**src/rtl/dac_fe_pkg.sv**
```systemverilog
package dac_fe_pkg;
	localparam int SAMPLE_W = 14;
	localparam int GAIN_W = 11;
	localparam int PHASE_W = 10;
	localparam int OFFSET_W = 13;
	localparam int SUM_W = 18;
	localparam int CLK_DIV = 2;
	localparam int FIFO_DEPTH = 4;
	localparam int TWO_APART = 2;
	localparam int ONE_APART = 1;
	localparam logic [12:0] I_OFFSET_RST = 13'h1600;
	localparam logic [12:0] Q_OFFSET_RST = 13'h1d7a;
	localparam logic [10:0] I_GAIN_RST = 11'h500;
	localparam logic [10:0] Q_GAIN_RST = 11'h218;
	localparam logic [9:0] PHASE_RST = 10'h200;
	localparam logic signed [17:0] SAT_MAX = 18'h0_1fff;
	localparam logic signed [17:0] SAT_MIN = 18'h3_e000;
	typedef enum logic {MODE_OUT_CLOCK, MODE_DDR} clock_mode_e;
endpackage

```
**src/rtl/dac_input_qmc.sv**
```systemverilog
// Overview of operation
// - Output-clock mode: converter clock divided by two forms the sample clock.
// - I sample marker resets divider phase and tags the I word.
// - Output-clock mode drives the word-rate data clock on the clock pin.
// - Sync pulse reinitialises processing; taken in I slot, Q slot, or both.
// - Output-clock mode passes through the sample FIFO; data latency follows its fill.
// - DDR mode: I latched on rising, Q on falling converter clock edge.
// - DDR mode passes through the sample FIFO; data latency follows its fill.
// - Full buffer drops arriving pairs; empty buffer deasserts conv_valid.
// - Two-apart alarm when pointers within two addresses.
// - One-apart alarm when pointers within one address.
// - Alarms are unclocked decodes; samplers must synchronise them.
// - Alarm pin driven only with alarm enable set, four-wire mode clear.
// - I and Q scaled by separate 11-bit unsigned gains, 0 to about 2.
// - 10-bit signed phase term spans -1/8 to about +1/8.
// - Signed 13-bit offsets added to I and Q before conversion.
// - Gain applied before offset addition.
// - Both offsets go live only on the I offset low byte write.
// - Gains and phase go live only on the I gain low byte write.
`timescale 1ns/1ps

module sample_fifo #(
	parameter int WIDTH = 28,
	parameter int DEPTH = 4
) (
	input wire logic clk_sys,
	input wire logic reset,
	input wire logic flush,
	input wire logic in_valid,
	output logic in_ready,
	input wire logic [WIDTH-1:0] in_data,
	output logic out_valid,
	input wire logic out_ready,
	output logic [WIDTH-1:0] out_data,
	output logic [$clog2(DEPTH+1)-1:0] count
);
	localparam int AW = $clog2(DEPTH);
	localparam int CW = $clog2(DEPTH+1);
	logic [WIDTH-1:0] mem_q [DEPTH];
	logic [WIDTH-1:0] mem_d [DEPTH];
	logic [AW-1:0] wr_q, wr_d, rd_q, rd_d;
	logic [CW-1:0] cnt_q, cnt_d;
	logic push, pop;

	function automatic logic [AW-1:0] bump(input logic [AW-1:0] p);
		bump = (p == AW'(DEPTH - 1)) ? '0 : p + AW'(1);
	endfunction

	assign in_ready = (cnt_q != CW'(DEPTH));
	assign out_valid = (cnt_q != '0);
	assign out_data = mem_q[rd_q];
	assign count = cnt_q;
	assign push = in_valid && in_ready;
	assign pop = out_valid && out_ready;

	always_comb
	begin
		mem_d = mem_q;
		wr_d = wr_q;
		rd_d = rd_q;
		cnt_d = cnt_q;
		if (flush)
		begin
			wr_d = '0;
			rd_d = '0;
			cnt_d = '0;
		end
		else
		begin
			if (push)
			begin
				mem_d[wr_q] = in_data;
				wr_d = bump(wr_q);
			end
			if (pop)
				rd_d = bump(rd_q);
			cnt_d = cnt_q + CW'(push) - CW'(pop);
		end
	end

	always_ff @(posedge clk_sys)
	begin
		if (reset)
		begin
			wr_q <= '0;
			rd_q <= '0;
			cnt_q <= '0;
			for (int k = 0; k < DEPTH; k++)
				mem_q[k] <= '0;
		end
		else
		begin
			wr_q <= wr_d;
			rd_q <= rd_d;
			cnt_q <= cnt_d;
			mem_q <= mem_d;
		end
	end
endmodule

module dac_input_qmc #(
	parameter int DEPTH = dac_fe_pkg::FIFO_DEPTH
) (
	input wire logic clk_sys,
	input wire logic reset,
	input wire dac_fe_pkg::clock_mode_e clock_mode,
	input wire logic converter_clock_diff,
	input wire logic i_sample_marker,
	input wire logic sync_pulse,
	input wire logic [13:0] word_in,
	output logic data_clk_pin_o,
	output logic data_clk_pin_oe,
	input wire logic [10:0] i_gain_value,
	input wire logic [10:0] q_gain_value,
	input wire logic [9:0] phase_value,
	input wire logic [12:0] i_offset_value,
	input wire logic [12:0] q_offset_value,
	input wire logic i_gain_low_byte_wr,
	input wire logic i_offset_low_byte_wr,
	input wire logic alarm_output_enable,
	input wire logic four_wire_serial_mode,
	output logic fifo_two_apart_flag,
	output logic fifo_one_apart_flag,
	output logic alarm_pin_o,
	output logic alarm_pin_oe,
	output logic sample_ready,
	output logic conv_valid,
	input wire logic conv_ready,
	output logic [13:0] conv_i,
	output logic [13:0] conv_q
);
	localparam int CW = $clog2(DEPTH+1);
	localparam int SW = dac_fe_pkg::SAMPLE_W;
	// Pin synchronisers: first stage read only by second stage
	logic [SW+2:0] meta_q, pin_q;
	logic clk_s, marker_s, sync_s;
	logic [SW-1:0] data_s;
	logic clk_prev_q, rise, fall;
	logic [$clog2(dac_fe_pkg::CLK_DIV)-1:0] slot_q, slot_d;
	logic [SW-1:0] i_hold_q, i_hold_d, i_q, i_d, q_q, q_d;
	logic pair_valid_q, pair_valid_d;
	logic [10:0] gi_q, gi_d, gq_q, gq_d;
	logic [9:0] ph_q, ph_d;
	logic [12:0] oi_q, oi_d, oq_q, oq_d;
	logic [SW-1:0] corr_i_q, corr_i_d, corr_q_q, corr_q_d;
	logic corr_valid_q, corr_valid_d;
	logic [CW-1:0] fill;
	logic [2*SW-1:0] fifo_out;

	assign {clk_s, marker_s, sync_s, data_s} = pin_q;
	assign rise = clk_s && !clk_prev_q;
	assign fall = !clk_s && clk_prev_q;

	function automatic logic signed [15:0] scale(input logic [13:0] x,
		input logic [10:0] g);
		logic signed [25:0] p;
		p = $signed(x) * $signed({1'b0, g});
		scale = p[25:10];
	endfunction

	function automatic logic [13:0] clamp(input logic signed [17:0] v);
		if (v > dac_fe_pkg::SAT_MAX)
			clamp = dac_fe_pkg::SAT_MAX[13:0];
		else if (v < dac_fe_pkg::SAT_MIN)
			clamp = dac_fe_pkg::SAT_MIN[13:0];
		else
			clamp = v[13:0];
	endfunction

	// Word capture: divider phase and I/Q pairing
	always_comb
	begin
		slot_d = slot_q;
		i_hold_d = i_hold_q;
		i_d = i_q;
		q_d = q_q;
		pair_valid_d = 1'b0;
		if (sync_s)
			slot_d = '0;
		else
		begin
			case (clock_mode)
				dac_fe_pkg::MODE_OUT_CLOCK:
				begin
					if (rise)
					begin
						if (marker_s || slot_q == '0)
						begin
							i_hold_d = data_s;
							slot_d = 1'b1;
						end
						else
						begin
							i_d = i_hold_q;
							q_d = data_s;
							pair_valid_d = 1'b1;
							slot_d = (slot_q == 1'(dac_fe_pkg::CLK_DIV - 1))
								? '0 : slot_q + 1'b1;
						end
					end
				end
				dac_fe_pkg::MODE_DDR:
				begin
					if (rise)
						i_hold_d = data_s;
					if (fall)
					begin
						i_d = i_hold_q;
						q_d = data_s;
						pair_valid_d = 1'b1;
					end
				end
				default:
					slot_d = '0;
			endcase
		end
	end

	// Shadowed correction values go live on the low byte strobes only
	always_comb
	begin
		gi_d = gi_q;
		gq_d = gq_q;
		ph_d = ph_q;
		oi_d = oi_q;
		oq_d = oq_q;
		if (i_gain_low_byte_wr)
		begin
			gi_d = i_gain_value;
			gq_d = q_gain_value;
			ph_d = phase_value;
		end
		if (i_offset_low_byte_wr)
		begin
			oi_d = i_offset_value;
			oq_d = q_offset_value;
		end
	end

	function automatic logic signed [17:0] sum_ext(input logic signed [15:0] v);
		sum_ext = 18'(v);
	endfunction

	// One fixed correction stage, so latency never depends on clock phase
	always_comb
	begin
		logic signed [15:0] si, sq;
		logic signed [23:0] pt;
		si = scale(i_q, gi_q);
		sq = scale(q_q, gq_q);
		pt = $signed(i_q) * $signed(ph_q);
		corr_i_d = corr_i_q;
		corr_q_d = corr_q_q;
		corr_valid_d = corr_valid_q && !sample_ready;
		if (sync_s)
			corr_valid_d = 1'b0;
		else if (pair_valid_q && !corr_valid_d)
		begin
			// Gain first, then offset, leaving headroom for the offset
			corr_i_d = clamp(sum_ext(si) + 18'(signed'(oi_q)));
			corr_q_d = clamp(sum_ext(sq) + 18'(signed'(pt[23:12]))
				+ 18'(signed'(oq_q)));
			corr_valid_d = 1'b1;
		end
	end

	always_ff @(posedge clk_sys)
	begin
		if (reset)
		begin
			meta_q <= '0;
			pin_q <= '0;
			clk_prev_q <= 1'b0;
			slot_q <= '0;
			i_hold_q <= '0;
			i_q <= '0;
			q_q <= '0;
			pair_valid_q <= 1'b0;
			gi_q <= dac_fe_pkg::I_GAIN_RST;
			gq_q <= dac_fe_pkg::Q_GAIN_RST;
			ph_q <= dac_fe_pkg::PHASE_RST;
			oi_q <= dac_fe_pkg::I_OFFSET_RST;
			oq_q <= dac_fe_pkg::Q_OFFSET_RST;
			corr_i_q <= '0;
			corr_q_q <= '0;
			corr_valid_q <= 1'b0;
		end
		else
		begin
			meta_q <= {converter_clock_diff, i_sample_marker, sync_pulse,
				word_in};
			pin_q <= meta_q;
			clk_prev_q <= clk_s;
			slot_q <= slot_d;
			i_hold_q <= i_hold_d;
			i_q <= i_d;
			q_q <= q_d;
			pair_valid_q <= pair_valid_d;
			gi_q <= gi_d;
			gq_q <= gq_d;
			ph_q <= ph_d;
			oi_q <= oi_d;
			oq_q <= oq_d;
			corr_i_q <= corr_i_d;
			corr_q_q <= corr_q_d;
			corr_valid_q <= corr_valid_d;
		end
	end

	// Word-rate clock out, registered from the converter clock level
	assign data_clk_pin_o = clk_prev_q;
	assign data_clk_pin_oe = (clock_mode == dac_fe_pkg::MODE_OUT_CLOCK);

	// A full buffer holds the stage; pairs arriving meanwhile are lost
	sample_fifo #(.WIDTH(2 * SW), .DEPTH(DEPTH)) u_fifo (
		.clk_sys(clk_sys),
		.reset(reset),
		.flush(sync_s),
		.in_valid(corr_valid_q),
		.in_ready(sample_ready),
		.in_data({corr_i_q, corr_q_q}),
		.out_valid(conv_valid),
		.out_ready(conv_ready),
		.out_data(fifo_out),
		.count(fill)
	);
	assign {conv_i, conv_q} = fifo_out;

	// Unclocked proximity decode; samplers must synchronise it
	assign fifo_two_apart_flag = (fill <= CW'(dac_fe_pkg::TWO_APART)) ||
		(fill >= CW'(DEPTH - dac_fe_pkg::TWO_APART));
	assign fifo_one_apart_flag = (fill <= CW'(dac_fe_pkg::ONE_APART)) ||
		(fill >= CW'(DEPTH - dac_fe_pkg::ONE_APART));
	assign alarm_pin_oe = alarm_output_enable && !four_wire_serial_mode;
	assign alarm_pin_o = fifo_two_apart_flag || fifo_one_apart_flag;
endmodule

```
**config.mk**
```make
export PLATFORM = sky130hd
export DESIGN_NAME = dac_input_qmc
export DESIGN_NICKNAME = d
export VERILOG_FILES = /design/src/rtl/dac_fe_pkg.sv /design/src/rtl/dac_input_qmc.sv
export SDC_FILE = /design/constraint.sdc
export NUM_CORES = 2
export LEC_CHECK = 0
export ABC_AREA = 1
export BUFFER_PORTS_ARGS = -buffer_cell sky130_fd_sc_hd__buf_2
export CAP_MARGIN = 20
export CORE_UTILIZATION = 35
export CTS_CLUSTER_DIAMETER = 200
export CTS_CLUSTER_SIZE = 24
export DETAILED_ROUTE_END_ITERATION = 8
export GPL_ROUTABILITY_DRIVEN = 0
export PLACE_DENSITY_LB_ADDON = 0.1
export SYNTH_ARGS = -nofsm -noshare
export SYNTH_HDL_FRONTEND = slang
export SYNTH_HIERARCHICAL = 1
export SYNTH_SLANG_ARGS = --single-unit
```
**constraint.sdc**
```tcl
create_clock -name clk_sys -period 8.5 [get_ports clk_sys]
set_input_delay 1.7 -clock clk_sys [delete_from_list [all_inputs] [get_ports clk_sys]]
set_output_delay 1.7 -clock clk_sys [all_outputs]
set_load 0.01 [all_outputs]
```
==> metrics.cfg <==
[status]
outcome = finished clean

[finish]
final_core_utilization_pct = 37.6
drive_gt1_share_pct = 5.25
ff_latch_area_um2 = 5720
layout_common_cells = sky130_fd_sc_hd__inv_1, sky130_fd_sc_hd__nand2_1, sky130_fd_sc_hd__nor2_1
finalInstanceArea_um2 = 32600
final_common_cell = sky130_fd_sc_hd__inv_1
multiInputGateArea_um2 = 20400
area_delta_synth_final_pct = 6.42
num-nets-final = 4937
instances_no_fill = 5386
filler_cell_count = 9442

[power]
power_per_cell_area_nw_per_um2 = 130
power_leakage_nw = 18.2
total_power_mw = 4.26
max-vdd-ir-drop_mv = 0.122

[logic_synthesis]
synth_mux_area_share_pct = 0
synth-compound-area-share_pct = 7.42
ys_types = 45
synth-seq-cells = 285
synth_xor_area_share_pct = 2.40
yosys_warning_total = 6
yosys.area_share.simple_pct = 20.7
post_synth_edffs = 0
synth.cell_area_um2 = 30700
synth-async-reset-ratio_pct = 0
synth_sequential_area_ratio_pct = 18.6
yosys_most_used_dff = sky130_fd_sc_hd__dfxtp_1
netlist_instances = 4223
postSynthAreaPerCell_um2 = 7.26
synth_adder_area_share_pct = 35.9
synth_top_family_by_area = adder cells

[timing]
maxSlewHeadroom_pct = 24.0
unrepaired_setup_endpoints_after_global_routing = no
finalWorstPathRequiredPeriod_ns = 7.90
max_clock_freq_mhz = 127
worstMarginPinSlew_ns = 1.14
fin_tns_setup_ns = 0
postLayoutSetupSlackWorst_ns = 0.597
number_of_hold_slack_violations_in_the_final_timing_report = 0
timing.final.max_slew_violations = 0
fin_hold_ws_ns = 0.336
layout_worst_path_cycle_share_pct = 93.0
total_setup_violations_reported_at_the_end_of_the_flow = 0
timing.clock.skew_ns = 0.0772

[critical_path]
timing.rr.end = corr_q_q[7]
type_of_element_launching_the_critical_path = flop
timing.critical_path.required_ns = 8.92
crit_path_kind = reg -> reg
timing.critical_path.arrival_ns = 8.32
worst_path_max_delay_cell = sky130_fd_sc_hd__dfxtp_1
worst-path-max-fanout = 15
timing.rr.start = gq_q[3]
cpPeakStageDelay_ns = 0.77
ff2ff_path_depth = 35
timing.critical_path.mode_cell = sky130_fd_sc_hd__nand2_1
r2r_slack_ns = 0.60
setup.worst_path.end_class = flop

[clock_network]
cts_tree = done
cts_resized = 0
clock_sinks = 285
clk_latency_ns = 0.59
cts_inserted_buffers = 16
clk_pin_slew_ns = 0.13
clockRootBuffer = sky130_fd_sc_hd__clkbuf_16
htree_levels = 1
post_cts_buffers = 0
cts_hold_repair.buffers = 0
ctsLongestPathBuffers = 3

[place]
dpl-instance-area_um2 = 32200
io_buffers = 116
placed_cells = 5365
post-place-ws_ns = 0.618
dpl.hpwl_um = 65000

[floorplanning]
floorplan.initialDensity_pct = 35.4
die_w_um = 298
fp.coreArea_um2 = 86800
row_count = 108
io_pins = 119
die-area_um2 = 88800
dieHeight_um = 298

[routing]
drtAntennaViolNets = 0
drc = 0
dr_vias = 24400
wirelength_um = 84300
detail_routed_via_count_per_cell = 4.52
detailedRoute.firstIterationViolations = 1355
detail_route.wl_per_cell_um = 15.6
drt_first_pass_iters = 9

[grt]
grt_start_max_net_pins = 100
grt_use_total_pct = 19.3
grt_remaining_overflow = 0
antenna_found_initial = 1
first_pass_grt_wire_length_um = 137000
first_global_vias = 25000

[flow_run]
max_cap_violations = 0

[worst_hold_path]
timing.hold.worst_path_depth = 2
hold_path.startpoint = meta_q[4]
worstHoldEndpoint = pin_q[4]
hp-class = reg -> reg

registers in the layout (all words and copies together), names as in the netlist, 13 cells and up:
register      count
q_q              14
corr_i_q         14
u_fifo/mem_q    112
meta_q           17
oi_q             13
i_hold_q         14
pin_q            17
oq_q             13
i_q              14
corr_q_q         14
synth_stat cells (3+ instances only):
library cell | n | share of area [%]
sky130_fd_sc_hd__buf_4 | 4 | 0.098
sky130_fd_sc_hd__buf_1 | 7 | 0.086
sky130_fd_sc_hd__nand2_2 | 8 | 0.16
sky130_fd_sc_hd__dfxtp_1 | 285 | 19
sky130_fd_sc_hd__o211ai_1 | 3 | 0.073
sky130_fd_sc_hd__nor3_1 | 13 | 0.21
sky130_fd_sc_hd__o21bai_1 | 7 | 0.17
sky130_fd_sc_hd__xnor2_1 | 43 | 1.2
sky130_fd_sc_hd__nor2_2 | 6 | 0.12
sky130_fd_sc_hd__a21o_1 | 8 | 0.20
sky130_fd_sc_hd__nand3_1 | 58 | 0.95
sky130_fd_sc_hd__o21ai_1 | 7 | 0.11
sky130_fd_sc_hd__buf_6 | 22 | 0.81
sky130_fd_sc_hd__ha_1 | 201 | 8.2
sky130_fd_sc_hd__nand4_1 | 9 | 0.18
sky130_fd_sc_hd__inv_1 | 993 | 12
sky130_fd_sc_hd__a221oi_1 | 3 | 0.086
sky130_fd_sc_hd__xor2_1 | 41 | 1.2
sky130_fd_sc_hd__a21oi_1 | 214 | 3.5
sky130_fd_sc_hd__fa_1 | 425 | 28
sky130_fd_sc_hd__or2_2 | 6 | 0.12
sky130_fd_sc_hd__buf_2 | 18 | 0.29
sky130_fd_sc_hd__o21ai_0 | 183 | 3.0
sky130_fd_sc_hd__clkbuf_1 | 120 | 1.5
sky130_fd_sc_hd__nor4_1 | 3 | 0.061
sky130_fd_sc_hd__nand2_1 | 976 | 12
sky130_fd_sc_hd__and3_1 | 4 | 0.082
sky130_fd_sc_hd__nor2_1 | 531 | 6.5
sky130_fd_sc_hd__nand4_2 | 4 | 0.16
critical path, delay by kind of cell (launching register included):
| kind | cells | cell delay [ns] |
|---|---|---|
| adder cells (fa/ha/maj) | 8 | 3.78 |
| AND/OR/NAND/NOR | 17 | 1.96 |
| flip-flops | 1 | 0.77 |
| AO/OA/AOI/OAI | 4 | 0.75 |
| buffers and inverters | 5 | 0.29 |
| XOR/XNOR | 1 | 0.18 |
logic make-up after synthesis:
| logic type | count (synthesis) |
|---|---|
| xor+xnor | 84 |
| fa+ha+maj | 626 |
| other cells | 1 |
| compound gates | 437 |
| simple gates | 1624 |
| flops | 285 |
| buf+inv | 1166 |
routing by layer:
metal / vias up / track usage [%] / wire (um)
met4: 0 / 2.92 / 1090
met2: 332 / 31.8 / 38000
met5: - / 0 / 0
li1: 12300 / - / -
met3: 44 / 1.48 / 2310
met1: 11600 / 28.1 / 42800
where the power goes:
group / internal [mW] / switching, mW
Sequential: 1.38 / 0.0878
Combinational: 0.652 / 1.24
Clock: 0.369 / 0.524
worst max-delay path by stage:
| stage | from | to | slack [ns] | cells past startpoint |
|---|---|---|---|---|
| finish | gq_q[3] | corr_q_q[7] | 0.60 | 35 |
| global route | gq_q[3] | corr_q_q[4] | 0.004 | 36 |
| CTS | gq_q[8] | corr_q_q[2] | 0.53 | 36 |
| global placement | gq_q[7] | corr_q_q[0] | 0.54 | 36 |
| detailed placement | gq_q[7] | corr_q_q[2] | 0.62 | 36 |
| floorplan | i_q[1] | corr_q_q[12] | 1.55 | 37 |
final cells by class:
type | count | share of cell area, %
Clock inverter | 3 | 0.111
Antenna cell | 1 | 0.00767
Tap cell | 1155 | 4.43
Sequential cell | 285 | 17.5
Clock buffer | 17 | 1.30
Inverter | 994 | 11.4
Timing Repair Buffer | 158 | 2.74
Multi-Input combinational cell | 2773 | 62.5
Power figures use the tool's default switching activity.
